File: config.mk
export PLATFORM = sky130hd
export DESIGN_NAME = rtcal_regs
export DESIGN_NICKNAME = d
export VERILOG_FILES = /design/src/rtl/rtcal_pkg.sv /design/src/rtl/rtcal_regs.sv /design/src/rtl/rtcal_ram.sv /design/src/rtl/rtcal_time.sv
export VERILOG_INCLUDE_DIRS = /design/src /design/src/rtl
export SDC_FILE = /design/constraint.sdc
export NUM_CORES = 2
export LEC_CHECK = 0
export BUFFER_PORTS_ARGS = -buffer_cell sky130_fd_sc_hd__buf_4
export CAP_MARGIN = 20
export CORE_AREA = 2 2 449 451
export DETAILED_ROUTE_END_ITERATION = 16
export DIE_AREA = 0 0 451 453
export GPL_TIMING_DRIVEN = 0
export PLACE_DENSITY_LB_ADDON = 0.25
export SETUP_SLACK_MARGIN = 0.2
export SLEW_MARGIN = 10
export SYNTH_ARGS = -nofsm -noshare
export SYNTH_HDL_FRONTEND = slang
export SYNTH_SLANG_ARGS = --single-unit
File: constraint.sdc
create_clock -name clock -period 21.9 [get_ports clock]
set_input_delay 3.285 -clock clock [delete_from_list [all_inputs] [get_ports clock]]
set_output_delay 3.285 -clock clock [all_outputs]
set_load 0.01 [all_outputs]
File: src/rtl/rtcal_params.svh
// Constants of the calendar clock register block: offsets, fields, resets, timing.
//------------------------------------------------------------------------------
//------------------------------------------------------------------------------
`ifndef RTCAL_PARAMS_SVH
`define RTCAL_PARAMS_SVH

// Register indices
`define RTC_IDX_SEC 7'h00
`define RTC_IDX_SEC_AL 7'h01
`define RTC_IDX_MIN 7'h02
`define RTC_IDX_MIN_AL 7'h03
`define RTC_IDX_HOUR 7'h04
`define RTC_IDX_HOUR_AL 7'h05
`define RTC_IDX_WDAY 7'h06
`define RTC_IDX_DATE 7'h07
`define RTC_IDX_MONTH 7'h08
`define RTC_IDX_YEAR 7'h09
`define RTC_IDX_RATE 7'h0a
`define RTC_IDX_MODE 7'h0b
`define RTC_IDX_FLAGS 7'h0c
`define RTC_IDX_SUPPLY 7'h0d
`define RTC_IDX_DATE_AL 7'h7d
`define RTC_IDX_MON_AL 7'h7e
`define RTC_IDX_CENTURY 7'h7f
`define RTC_IDX_RAM_FIRST 7'h0e
`define RTC_ADDR_BANK_BIT 7

// Field positions
`define RTC_RATE_UIP_BIT 7
`define RTC_DIV_RUN 3'h2
`define RTC_MODE_SET_BIT 7
`define RTC_MODE_PIE_BIT 6
`define RTC_MODE_AIE_BIT 5
`define RTC_MODE_UIE_BIT 4
`define RTC_MODE_BIN_BIT 2
`define RTC_MODE_H24_BIT 1
`define RTC_MODE_RW_MASK 8'hf7
`define RTC_DONT_CARE 2'h3

// Reset values
`define RTC_RST_ALARM 8'hc0
`define RTC_RST_CENTURY 8'h00
`define RTC_RST_DATE 8'h01
`define RTC_RST_RATE 8'h20
`define RTC_RST_MODE 8'h02

// Timing
`define RTC_CLK_PERIOD_NS 10
`define RTC_SECOND_NS 1000000000
`define RTC_UIP_WINDOW_NS 2000

`endif

File: src/rtl/rtcal_pkg.sv
// Types shared by the calendar clock register block.
package rtcal_pkg;

    typedef struct packed {
        logic [7:0] sec;
        logic [7:0] sec_al;
        logic [7:0] min;
        logic [7:0] min_al;
        logic [7:0] hour;
        logic [7:0] hour_al;
        logic [7:0] wday;
        logic [7:0] date;
        logic [7:0] month;
        logic [7:0] year;
        logic [7:0] rate_ctl;
        logic [7:0] mode_ctl;
        logic [7:0] date_al;
        logic [7:0] mon_al;
        logic [7:0] century;
        logic uf;
        logic af;
        logic pf;
        logic irq;
        logic valid;
        logic sync_a;
        logic sync_b;
        logic [31:0] tick_cnt;
        logic [15:0] per_cnt;
        logic [7:0] rd_data;
    } rtcal_state_t;

endpackage

File: src/rtl/rtcal_regs.sv
// Calendar clock register block: time keeping, alarm, flags, supply status and RAM.
//
// The strobed register port is this design's own decision.
`include "rtcal_params.svh"
module rtcal_regs
    import rtcal_pkg::*;
#(
    parameter int TICK_CYCLES = `RTC_SECOND_NS / `RTC_CLK_PERIOD_NS,
    parameter int UIP_CYCLES = `RTC_UIP_WINDOW_NS / `RTC_CLK_PERIOD_NS
) (
    input wire logic clock,           // System clock, 100 MHz
    input wire logic reset,           // Synchronous reset, active high
    input wire logic [7:0] addr,      // Bit 7 bank, bits 6:0 index
    input wire logic [7:0] wr_data,   // Write data
    input wire logic wr_en,           // Write strobe
    input wire logic rd_en,           // Read strobe
    output logic [7:0] rd_data,       // Read data, the cycle after the strobe
    input wire logic battery_ok_pin,  // Supply above battery threshold, asynchronous
    output logic irq                  // Interrupt output, active high
);
    //--------------------------------------------------------------------------
    // State and decode
    //--------------------------------------------------------------------------
    rtcal_state_t q;
    rtcal_state_t next_q;

    logic ext_bank;
    logic [6:0] idx;
    logic [7:0] ram_rd;
    logic ram_we;
    logic [7:0] ram_addr;
    logic [7:0] t_sec;
    logic [7:0] t_min;
    logic [7:0] t_hour;
    logic [7:0] t_wday;
    logic [7:0] t_date;
    logic [7:0] t_month;
    logic [7:0] t_year;
    logic [7:0] t_century;
    logic alarm_hit;
    logic run;
    logic tick;
    logic per_event;
    logic uip;
    logic [3:0] rate_sel;

    // Mask of low divider bits for a periodic rate
    function automatic logic [15:0] rate_mask(input logic [3:0] r);
        return 16'((17'h1 << r) - 17'h1);
    endfunction

    // Register-or-RAM decode of the standard bank
    function automatic logic is_reg(input logic [6:0] i);
        return (i < `RTC_IDX_RAM_FIRST) || (i == `RTC_IDX_DATE_AL)
            || (i == `RTC_IDX_MON_AL) || (i == `RTC_IDX_CENTURY);
    endfunction

    assign ext_bank = addr[`RTC_ADDR_BANK_BIT];
    assign idx = addr[6:0];
    assign ram_addr = {ext_bank, idx};

    // Standard RAM skips registers and overlaid alarm bytes; extended bank is all RAM
    assign ram_we = wr_en && (ext_bank || !is_reg(idx));

    rtcal_ram #(
        .DEPTH(256)
    ) u_ram (
        .clock(clock),
        .wr_en(ram_we),
        .wr_addr(ram_addr),
        .wr_data(wr_data),
        .rd_addr(ram_addr),
        .rd_data(ram_rd)
    );

    rtcal_time u_time (
        .bin(q.mode_ctl[`RTC_MODE_BIN_BIT]),
        .h24(q.mode_ctl[`RTC_MODE_H24_BIT]),
        .sec(q.sec),
        .min(q.min),
        .hour(q.hour),
        .wday(q.wday),
        .date(q.date),
        .month(q.month),
        .year(q.year),
        .century(q.century),
        .sec_al(q.sec_al),
        .min_al(q.min_al),
        .hour_al(q.hour_al),
        .date_al(q.date_al),
        .mon_al(q.mon_al),
        .next_sec(t_sec),
        .next_min(t_min),
        .next_hour(t_hour),
        .next_wday(t_wday),
        .next_date(t_date),
        .next_month(t_month),
        .next_year(t_year),
        .next_century(t_century),
        .alarm_hit(alarm_hit)
    );

    //--------------------------------------------------------------------------
    // Dividers and events
    //--------------------------------------------------------------------------
    // Time runs only with the divider enabled and set mode off
    assign run = (q.rate_ctl[6:4] == `RTC_DIV_RUN) && !q.mode_ctl[`RTC_MODE_SET_BIT];
    assign tick = run && (q.tick_cnt == 32'(TICK_CYCLES - 1));
    assign rate_sel = q.rate_ctl[3:0];
    assign per_event = run && (rate_sel != 4'h0)
        && ((q.per_cnt & rate_mask(rate_sel)) == 16'h0000);
    assign uip = run && (q.tick_cnt >= 32'(TICK_CYCLES - UIP_CYCLES));

    //--------------------------------------------------------------------------
    // Next state
    //--------------------------------------------------------------------------
    always_comb begin
        next_q = q;
        // Two-stage synchroniser on the supply comparator pin
        next_q.sync_a = battery_ok_pin;
        next_q.sync_b = q.sync_a;

        // Second prescaler and periodic divider
        next_q.tick_cnt = (!run || tick) ? 32'h0 : q.tick_cnt + 32'h1;
        next_q.per_cnt = run ? q.per_cnt + 16'h1 : 16'h0;

        // Read of the flag register clears flags; new events below win
        if (rd_en && !ext_bank && idx == `RTC_IDX_FLAGS) begin
            next_q.uf = 1'b0;
            next_q.af = 1'b0;
            next_q.pf = 1'b0;
        end

        // Once-a-second update of the calendar
        if (tick) begin
            next_q.sec = t_sec;
            next_q.min = t_min;
            next_q.hour = t_hour;
            next_q.wday = t_wday;
            next_q.date = t_date;
            next_q.month = t_month;
            next_q.year = t_year;
            next_q.century = t_century;
            next_q.uf = 1'b1;
            if (alarm_hit) begin
                next_q.af = 1'b1;
            end
        end
        if (per_event) begin
            next_q.pf = 1'b1;
        end

        // Supply flag drops at once and is refreshed by a read
        if (rd_en && !ext_bank && idx == `RTC_IDX_SUPPLY) begin
            next_q.valid = q.sync_b;
        end else begin
            next_q.valid = q.valid && q.sync_b;
        end
        if (!q.valid) begin
            next_q.af = 1'b0;
        end

        // Software writes; a write overrides the update of the same field
        if (wr_en && !ext_bank) begin
            case (idx)
                `RTC_IDX_SEC: next_q.sec = wr_data;
                `RTC_IDX_SEC_AL: next_q.sec_al = wr_data;
                `RTC_IDX_MIN: next_q.min = wr_data;
                `RTC_IDX_MIN_AL: next_q.min_al = wr_data;
                `RTC_IDX_HOUR: next_q.hour = wr_data;
                `RTC_IDX_HOUR_AL: next_q.hour_al = wr_data;
                `RTC_IDX_WDAY: next_q.wday = wr_data;
                `RTC_IDX_DATE: next_q.date = wr_data;
                `RTC_IDX_MONTH: next_q.month = wr_data;
                `RTC_IDX_YEAR: next_q.year = wr_data;
                `RTC_IDX_RATE: next_q.rate_ctl = {1'b0, wr_data[6:0]};
                `RTC_IDX_MODE: next_q.mode_ctl = wr_data & `RTC_MODE_RW_MASK;
                `RTC_IDX_DATE_AL: next_q.date_al = wr_data;
                `RTC_IDX_MON_AL: next_q.mon_al = wr_data;
                `RTC_IDX_CENTURY: next_q.century = wr_data;
                default: ;
            endcase
        end

        // Interrupt line follows enabled flags
        next_q.irq = (next_q.uf && q.mode_ctl[`RTC_MODE_UIE_BIT])
            || (next_q.af && q.mode_ctl[`RTC_MODE_AIE_BIT])
            || (next_q.pf && q.mode_ctl[`RTC_MODE_PIE_BIT]);

        // Registered read answer, zero outside a read
        next_q.rd_data = 8'h00;
        if (rd_en) begin
            if (ext_bank) begin
                next_q.rd_data = ram_rd;
            end else begin
                case (idx)
                    `RTC_IDX_SEC: next_q.rd_data = q.sec;
                    `RTC_IDX_SEC_AL: next_q.rd_data = q.sec_al;
                    `RTC_IDX_MIN: next_q.rd_data = q.min;
                    `RTC_IDX_MIN_AL: next_q.rd_data = q.min_al;
                    `RTC_IDX_HOUR: next_q.rd_data = q.hour;
                    `RTC_IDX_HOUR_AL: next_q.rd_data = q.hour_al;
                    `RTC_IDX_WDAY: next_q.rd_data = q.wday;
                    `RTC_IDX_DATE: next_q.rd_data = q.date;
                    `RTC_IDX_MONTH: next_q.rd_data = q.month;
                    `RTC_IDX_YEAR: next_q.rd_data = q.year;
                    `RTC_IDX_RATE: next_q.rd_data = {uip, q.rate_ctl[6:0]};
                    `RTC_IDX_MODE: next_q.rd_data = q.mode_ctl;
                    `RTC_IDX_FLAGS: next_q.rd_data = {q.irq, q.pf, q.af, q.uf, 4'h0};
                    `RTC_IDX_SUPPLY: next_q.rd_data = {q.valid, 7'h00};
                    `RTC_IDX_DATE_AL: next_q.rd_data = q.date_al;
                    `RTC_IDX_MON_AL: next_q.rd_data = q.mon_al;
                    `RTC_IDX_CENTURY: next_q.rd_data = q.century;
                    default: next_q.rd_data = ram_rd;
                endcase
            end
        end
    end

    //--------------------------------------------------------------------------
    // State register
    //--------------------------------------------------------------------------
    always_ff @(posedge clock) begin
        if (reset) begin
            q <= '0;
            q.sec_al <= `RTC_RST_ALARM;
            q.min_al <= `RTC_RST_ALARM;
            q.hour_al <= `RTC_RST_ALARM;
            q.date_al <= `RTC_RST_ALARM;
            q.mon_al <= `RTC_RST_ALARM;
            q.century <= `RTC_RST_CENTURY;
            q.wday <= `RTC_RST_DATE;
            q.date <= `RTC_RST_DATE;
            q.month <= `RTC_RST_DATE;
            q.rate_ctl <= `RTC_RST_RATE;
            q.mode_ctl <= `RTC_RST_MODE;
        end else begin
            q <= next_q;
        end
    end

    assign rd_data = q.rd_data;
    assign irq = q.irq;
endmodule

File: src/rtl/rtcal_ram.sv
// Battery-backed general-purpose RAM of both banks.
module rtcal_ram #(
    parameter int DEPTH = 256
) (
    input wire logic clock,                  // System clock
    input wire logic wr_en,                  // Write one byte
    input wire logic [$clog2(DEPTH)-1:0] wr_addr, // Linear write index
    input wire logic [7:0] wr_data,          // Byte to store
    input wire logic [$clog2(DEPTH)-1:0] rd_addr, // Linear read index
    output logic [7:0] rd_data               // Byte at read index
);
    import rtcal_pkg::*;

    // Contents survive system reset, as a backed store would
    logic [7:0] mem [DEPTH];

    // Byte write
    always_ff @(posedge clock) begin
        if (wr_en) begin
            mem[wr_addr] <= wr_data;
        end
    end

    // Read is combinational; the top registers the answer
    assign rd_data = mem[rd_addr];
endmodule

File: src/rtl/rtcal_time.sv
// Next-second arithmetic of the calendar and the alarm compare.
`include "rtcal_params.svh"
module rtcal_time
    import rtcal_pkg::*;
(
    input wire logic bin,             // Binary coding when high, BCD when low
    input wire logic h24,             // Twenty-four-hour mode when high
    input wire logic [7:0] sec,       // Present seconds
    input wire logic [7:0] min,       // Present minutes
    input wire logic [7:0] hour,      // Present hours
    input wire logic [7:0] wday,      // Present weekday
    input wire logic [7:0] date,      // Present date
    input wire logic [7:0] month,     // Present month
    input wire logic [7:0] year,      // Present year
    input wire logic [7:0] century,   // Present century
    input wire logic [7:0] sec_al,    // Seconds alarm
    input wire logic [7:0] min_al,    // Minutes alarm
    input wire logic [7:0] hour_al,   // Hours alarm
    input wire logic [7:0] date_al,   // Date alarm
    input wire logic [7:0] mon_al,    // Month alarm
    output logic [7:0] next_sec,      // Seconds one second on
    output logic [7:0] next_min,      // Minutes one second on
    output logic [7:0] next_hour,     // Hours one second on
    output logic [7:0] next_wday,     // Weekday one second on
    output logic [7:0] next_date,     // Date one second on
    output logic [7:0] next_month,    // Month one second on
    output logic [7:0] next_year,     // Year one second on
    output logic [7:0] next_century,  // Century one second on
    output logic alarm_hit            // Advanced time matches every alarm field
);
    // Coded byte to plain number
    function automatic logic [7:0] to_num(input logic [7:0] v, input logic b);
        return b ? v : 8'({4'h0, v[7:4]} * 8'd10 + {4'h0, v[3:0]});
    endfunction

    // Plain number to coded byte
    function automatic logic [7:0] from_num(input logic [7:0] n, input logic b);
        logic [7:0] q;
        q = n / 8'd10;
        return b ? n : {q[3:0], 4'(n - 8'(q * 8'd10))};
    endfunction

    // Step with wrap from hi back to lo
    function automatic logic [7:0] step(input logic [7:0] v, input logic b,
                                        input logic [7:0] lo, input logic [7:0] hi);
        logic [7:0] n;
        n = to_num(v, b);
        return from_num((n >= hi) ? lo : 8'(n + 8'd1), b);
    endfunction

    // Field match, with the don't-care code matching always
    function automatic logic field_match(input logic [7:0] al, input logic [7:0] cur);
        return (al[7:6] == `RTC_DONT_CARE) || (al == cur);
    endfunction

    logic [7:0] hnum;
    logic [7:0] h12;
    logic [7:0] hinc;
    logic [7:0] last_day;
    logic [7:0] ynum;
    logic sec_wrap;
    logic min_wrap;
    logic day_wrap;
    logic date_wrap;
    logic month_wrap;
    logic year_wrap;

    // Carry chain through the calendar
    always_comb begin
        hnum = to_num({1'b0, hour[6:0]}, bin);
        h12 = from_num(8'd12, bin);
        hinc = from_num((hnum >= 8'd12) ? 8'd1 : 8'(hnum + 8'd1), bin);
        ynum = to_num(year, bin);
        sec_wrap = (to_num(sec, bin) >= 8'd59);
        min_wrap = sec_wrap && (to_num(min, bin) >= 8'd59);
        next_sec = step(sec, bin, 8'd0, 8'd59);
        next_min = sec_wrap ? step(min, bin, 8'd0, 8'd59) : min;
        next_hour = hour;
        day_wrap = 1'b0;
        if (min_wrap) begin
            if (h24) begin
                next_hour = step(hour, bin, 8'd0, 8'd23);
                day_wrap = (hnum >= 8'd23);
            end else if (hnum == 8'd11) begin
                next_hour = {~hour[7], h12[6:0]};
                day_wrap = hour[7];
            end else begin
                next_hour = {hour[7], hinc[6:0]};
            end
        end
        case (to_num(month, bin))
            8'd2: last_day = (ynum[1:0] == 2'h0) ? 8'd29 : 8'd28;
            8'd4, 8'd6, 8'd9, 8'd11: last_day = 8'd30;
            default: last_day = 8'd31;
        endcase
        date_wrap = day_wrap && (to_num(date, bin) >= last_day);
        month_wrap = date_wrap && (to_num(month, bin) >= 8'd12);
        year_wrap = month_wrap && (ynum >= 8'd99);
        next_wday = day_wrap ? step(wday, bin, 8'd1, 8'd7) : wday;
        next_date = day_wrap ? step(date, bin, 8'd1, last_day) : date;
        next_month = date_wrap ? step(month, bin, 8'd1, 8'd12) : month;
        next_year = month_wrap ? step(year, bin, 8'd0, 8'd99) : year;
        next_century = year_wrap ? step(century, bin, 8'd0, 8'd99) : century;
        alarm_hit = field_match(sec_al, next_sec) && field_match(min_al, next_min)
            && field_match(hour_al, next_hour) && field_match(date_al, next_date)
            && field_match(mon_al, next_month);
    end
endmodule

# Yosys cells after proc, flatten, opt, wreduce, memory -nomap -nowiden
# Memories as Yosys holds them, arrays and structs flattened.
# Cells that the tools add are included.
# classes
muxes	72
multipliers	18
n_addsub	30
bitwise	4
magnitude_cmp	12
n_eq_ne	34
shifts	1
n_div	9
reduce_logical	53
# op_table
op	count
two-way mux 8 bit	53
case mux 8 bit (17 select lines)	1
two-way mux 120 bit	1
adder 8 x 1 -> 8 bit (second input constant)	9
divider 8 x 4 -> 8 bit (second input constant)	9
multiplier 8 x 3 -> 3 bit (second input constant)	9
adder 8 x 4 -> 8 bit	8
multiplier 4 x 3 -> 7 bit (second input constant)	8
== test 7 x 4 -> 1 bit (second input constant)	6
== test 8 bit	5
subtractor 4 bit	9
adder 32 x 1 -> 32 bit (second input constant)	1
== test 32 x 27 -> 1 bit (second input constant)	1
>= comparator 32 x 27 -> 1 bit (second input constant)	1
two-way mux 32 bit	1
== test 7 x 3 -> 1 bit (second input constant)	4
== test 8 x 4 -> 1 bit (second input constant)	3
logical AND 1 bit	22
== test 7 bit (second input constant)	3
adder 16 x 1 -> 16 bit (second input constant)	1
bitwise AND 16 bit	1
== test 8 x 3 -> 1 bit (second input constant)	2
>= comparator 8 x 4 -> 1 bit (second input constant)	2
>= comparator 8 x 5 -> 1 bit (second input constant)	2
other kinds (30)	71
# totals
mem_count	1
ram_bits	2048
input_bits	21
regBits	181
elab_cells	259
output_inout_bits	9
# memory_table
memory	words	width	rd	rd_clocked_by_memory_dff	write_ports	line	rtl
u_ram.mem	256	8	1	0	1	rtcal_ram.sv:15	logic [7:0] mem [DEPTH];

# Depth between registers and ports, before layout
# logic_depth
ltp_word	23
depth_mapped	36
ltp_nobuf	32

# Hierarchy
# A second synthesis with hierarchy kept.
# hier_totals
hier_cells	6115
area_unflattened_um2	96934.2
# by_module_without_submodules
mod	instances	seq_area_each_um2	cells_per_inst	area_each_um2
rtcal_ram	1	61499.0	3725	79396.1
rtcal_regs	1	3603.5	1177	9049.9
rtcal_time	1	0.0	1213	8488.1

# Worst setup path before layout
# OpenSTA, ideal clock, no wires.
# synth_timing
kind	register -> register
startpoint	register q[89] (netlist name)
endpoint	register q, in the netlist irq
required_ps	21831
slack_ps	14588
t_arrival_ps	7243
setup_time_ps	69
path_buffers	14
stages_incl_launch_ff	37
path_cell_list	dfxtp_1 -> buf_6 -> buf_8 -> buf_8 -> buf_6 -> buf_6 -> buf_2 -> buf_6 -> buf_2 -> buf_2 -> buf_2 -> buf_2 -> buf_2 -> buf_1 -> mux2_2 -> ha_1 -> a21boi_0 -> o21a_1 -> and3_1 -> nor2_1 -> clkbuf_1 -> nand2_1 -> ha_1 -> nor2b_1 -> a311oi_1 -> o21ai_0 -> inv_1 -> ha_1 -> inv_1 -> fa_1 -> mux4_2 -> o31ai_2 -> mux2i_1 -> nand2_1 -> a41oi_1 -> or3b_1 -> o21ai_1
# synth_via
elab_chain_cells	21
# synth_rtl
element	line	rtl
from (decl)	rtcal_regs.sv:24	rtcal_state_t q;
from (signal assigned)	rtcal_regs.sv:238	q <= next_q;
two-way mux 8 bit	rtcal_time.sv:33	return b ? v : 8'({4'h0, v[7:4]} * 8'd10 + {4'h0, v[3:0]});
== test 8 x 3 -> 1 bit, or another cell as far along	rtcal_time.sv:91	case (to_num(month, bin))
OR reduction 4 bit, or another cell as far along	rtcal_time.sv:91	
case mux 8 bit (2 select lines) / divider 8 x 4 -> 8 bit (equally long branches)	rtcal_time.sv:91, rtcal_time.sv:39	
>= comparator 8 bit / multiplier 8 x 3 -> 3 bit (equally long branches)	rtcal_time.sv:48, rtcal_time.sv:96, rtcal_time.sv:40	
two-way mux 8 bit / subtractor 4 bit (equally long branches)	rtcal_time.sv:48, rtcal_time.sv:40	
divider 8 x 4 -> 8 bit / two-way mux 7 bit (equally long branches)	rtcal_time.sv:39, rtcal_time.sv:40	
multiplier 8 x 3 -> 3 bit / two-way mux 8 bit (equally long branches)	rtcal_time.sv:40, rtcal_time.sv:84	
[4 not listed]	n/a	
logical OR 1 bit / logical AND 1 bit (equally long branches)	rtcal_time.sv:53, rtcal_time.sv:105	
logical AND 1 bit	rtcal_time.sv:105	&& field_match(hour_al, next_hour) && field_match(date_al, next_date)
logical AND 1 bit (*)	rtcal_time.sv:106	&& field_match(mon_al, next_month);
two-way mux 1 bit (*)	rtcal_regs.sv:145	if (alarm_hit) begin
two-way mux 10 bit (*)	rtcal_regs.sv:135	if (tick) begin
two-way mux 1 bit (*)	rtcal_regs.sv:159	if (!q.valid) begin
logical AND 1 bit (*)	rtcal_regs.sv:187	|| (next_q.af && q.mode_ctl[`RTC_MODE_AIE_BIT])
logical OR 1 bit (*) (2 in a row)	rtcal_regs.sv:186	next_q.irq = (next_q.uf && q.mode_ctl[`RTC_MODE_UIE_BIT])
# Every way passes the cells marked *; elsewhere a longest branch is shown, timed or not.
# A chain may end at the register's enable or synchronous reset.

# Worst setup path in the final report
# Same ends and word-level chain as after synthesis.

==> key figures <==
GRT
  – GR Overflow Total: 0
  – Total Routing Usage GR: 30.43%
  – First-pass GRT wire length: around 430000 µm
  – Antenna violations before repair: 16
  – Largest net degree at the start of global routing: approximately 160
  – Number of global-route vias before repair: between 50000 and 60000

Pwr
  – Logic pwr share: under 10%
  – VDD IR-drop max: about 90 µV
  – Sw Ratio: between 20% and 30%
  – Pint: ~6.8 mW
  – Power Density: approximately 80 nW/µm²
  – Flop pwr share: between 50% and 60%
  – Clock Power Share: just over 40%
  – Sw power: approximately 2 mW
  – Lkg Pwr: 34.62 nW

Final layout
  – Fillcell total: ~16000
  – Nets@finish: between 6000 and 7000
  – Final Cell Area: 107200 µm²
  – Share of cells above drive strength 1: a little over a fifth
  – Layout area overhead: 12.38%
  – Final core occ: approximately 54%

Worst setup path
  – Reg2Reg Depth: 36
  – Crit path DAT: ~12000 ps
  – Crit path required time: ~23000 ps
  – Register-to-register setup slack: 11050 ps
  – Setup CP Type: reg2reg
  – CP peak stage delay: approximately 910 ps
  – FF-to-FF Start: q[89]$_SDFFE_PP0P_
  – Startpoint Class: register
  – Critical-path top delay cell: buf_1
  – FF-to-FF End: irq$_SDFF_PP0_
  – Setup crit end kind: register
  – Critical path peak fanout: 10
  – Most frequent CP cell: buf_2

Synthesis
  – Post-Syn Area: around 95000 µm²
  – Most frequent cell after synthesis: edfxtp_1
  – EDFF count, synth: 2048
  – Synth area leaders: edfxtp_1 64%, mux4_2 16%, dfxtp_1 3.8%, nor2_1 1.8%, nand2_1 1.3%
  – Leading area contributor after synthesis: edfxtp_1
  – Avg Inst Size Synth: 17.45 µm²
  – Synth Instances: 5467
  – Top post-synthesis cells by count: 2048 x edfxtp_1, 658 x mux4_2, 452 x nor2_1
  – Post-synth ARST share: 0%
  – Syn. warnings: 0
  – Unique masters post-synth: 120
  – Synth top area share: ~64%
  – Main synth FF type: edfxtp_1
  – #FFs+latches synth: about 2200
  – Post-synthesis sequential area ratio: 68.26%

Route
  – Post-route ant nets: 0
  – DR iter-0 viols: between 10000 and 15000
  – Vias per cell: around 6.5
  – DRT Wirelength: ~310000 µm
  – DRC viols: 0
  – Drt pass-1 iters: 6
  – DR vias: between 50000 and 60000
  – Drt wl/cell: roughly 36 µm

Hold path
  – Hold Path Cell Cnt: 1
  – Hold endpoint: q[56]$_SDFF_PP0_
  – Min-Delay Path Class: reg2reg
  – HP Start: next_q[56]$_SDFF_PP0_

Placed design
  – GP Congestion: 1.015
  – PortBufs: 26
  – Post-DP HPWL: about 210000 µm
  – Post-DP Area: 100400 µm²
  – Post-place setup slack: roughly 11000 ps

Floorplan
  – Placeable Area: around 200000 µm²
  – Die Span X: between 400 and 500 µm
  – Die area: 204300 µm²
  – Ports: 30
  – Initial core utilization: a little under half
  – Chip height: between 400 and 500 µm
  – FP Rows: 164

STA
  – Setup ws final: between 10000 and 15000 ps
  – Final Max Tran Viols: 0
  – TNS Setup: 0 ps
  – Worst-margin pin slew: ~1200 ps
  – Hold slack: roughly 460 ps
  – Final Skew: roughly 53 ps
  – Setup-failing EPs final: 0
  – Post-layout min period: between 10000 and 15000 ps
  – RSZ-0062 raised after global routing: false
  – Slew HR: between 10% and 20%
  – Max Clock Freq: 0.09220 GHz
  – Fin. Hold Viols: 0
  – Final cycle utilization of the critical path: 49.53%

Clock network
  – Root Buffer: clkbuf_16
  – Reg clk slew, reported paths: approximately 70 ps
  – Post_cts resized: 0
  – CTS tree: yes
  – Clock tree buffer depth: 3
  – Hold_buf cts: 0
  – CTS HTree Levels: 4
  – Clk_lat worst skew: ~890 ps
  – Clock sinks: approximately 2200
  – Num CTS Buffers: 213
  – Post-CTS setup buffers: 0

Job
  – Max-cap viol count: 0

Status
  – Status: complete, no violations
critical path: cells and delay by family (launching register included):
kind	cells	cell delay, ps
buffers and inverters	16	5150
AO/OA/AOI/OAI	7	1690
multiplexers	3	1230
adder cells (fa/ha/maj)	4	1160
AND/OR/NAND/NOR	6	1150
flip-flops	1	320
per-layer routing:
metal,vias to the layer above,wire length [µm],track usage [%]
met5,-,75,0
met2,3869,141600,46.29
met3,720,37450,8.378
met4,14,18290,15.58
li1,22830,-,-
met1,29760,115200,40.40
worst max-delay path by stage:
| stage | startpoint | end | slack, ps | cells past startpoint |
|---|---|---|---|---|
| final | q[89]$_SDFFE_PP0P_ | irq$_SDFF_PP0_ | 11050 | 36 |
| after CTS | q[89]$_SDFFE_PP0P_ | irq$_SDFF_PP0_ | 11260 | 36 |
| after detailed placement | q[89]$_SDFFE_PP0P_ | irq$_SDFF_PP0_ | 11280 | 36 |
| after global routing | q[89]$_SDFFE_PP0P_ | irq$_SDFF_PP0_ | 10710 | 36 |
| after global placement | addr[1] | u_ram.mem[14][6]$_DFFE_PP_ | 9690 | 12 |
| after floorplan | q[89]$_SDFFE_PP0P_ | irq$_SDFF_PP0_ | 14590 | 36 |
final cells by class:
type                    count  area [µm²]  area share, %
clock inverters           129        1130          1.054
well taps                2656        3323          3.100
flip-flops and latches   2228       65100          60.74
multi-input cells        3005       29210          27.25
repair buffers             83        1102          1.028
diodes                      3       7.507       0.007004
clock buffers             262        5560          5.188
inverters                  60       230.2         0.2148
plain buffers             314        1515          1.414
cell usage in the layout (no fill, tap or decap), types with 50 or more instances in the layout:
master / synthesis / layout
edfxtp_1: 2048 / 2048
mux4_2: 658 / 658
nor2_1: 452 / 451
nand2_1: 340 / 340
clkbuf_16: 0 / 215
dfxtp_1: 180 / 180
clkbuf_1: 183 / 173
a21oi_1: 156 / 156
conb_1: 2 / 142
nand3_1: 117 / 117
ha_1: 96 / 96
buf_2: 57 / 91
xor2_1: 67 / 67
o21ai_0: 62 / 62
nor3_1: 67 / 62
clkinv_1: 0 / 59
xnor2_1: 57 / 57
inv_1: 57 / 57
clkbuf_2: 0 / 56
nor2b_1: 50 / 50
state kept, by name, indices dropped and copies added (netlist names):
signal	cells
u_ram.mem	2048
q	170
rd_data	8
irq	1
next_q	1
per-stage QoR:
step           instances  total power [mW]
2_1_floorplan       5607             5.014
3_3_place_gp        8289             5.287
3_5_place_dp        8335             5.302
4_1_cts             8726             8.825
5_1_grt             8737             9.004
6_report            8740             8.828
power by group through the flow:
stage	registers [mW]	logic [mW]	clock network [mW]
3_3_place_gp	4.78	0.509	0
5_1_grt	4.68	0.550	3.77
6_report	4.68	0.546	3.60
2_1_floorplan	4.77	0.244	0
3_5_place_dp	4.77	0.529	0
4_1_cts	4.68	0.530	3.61
logic make-up (layout without fill, tap and decap cells):
family / after synthesis / count (layout) / share of synthesized area [%]
multiplexers: 718 / 718 / 16.22
flip-flops: 2228 / 2228 / 68.26
AND/OR/NAND/NOR: 1297 / 1297 / 6.382
adder cells (fa/ha/maj): 122 / 122 / 1.795
XOR/XNOR: 126 / 126 / 1.179
other: 2 / 145 / 0.007874
buffers and inverters: 374 / 848 / 1.713
AO/OA/AOI/OAI: 600 / 600 / 4.447
Note: power is estimated with default switching activity, not from simulation.
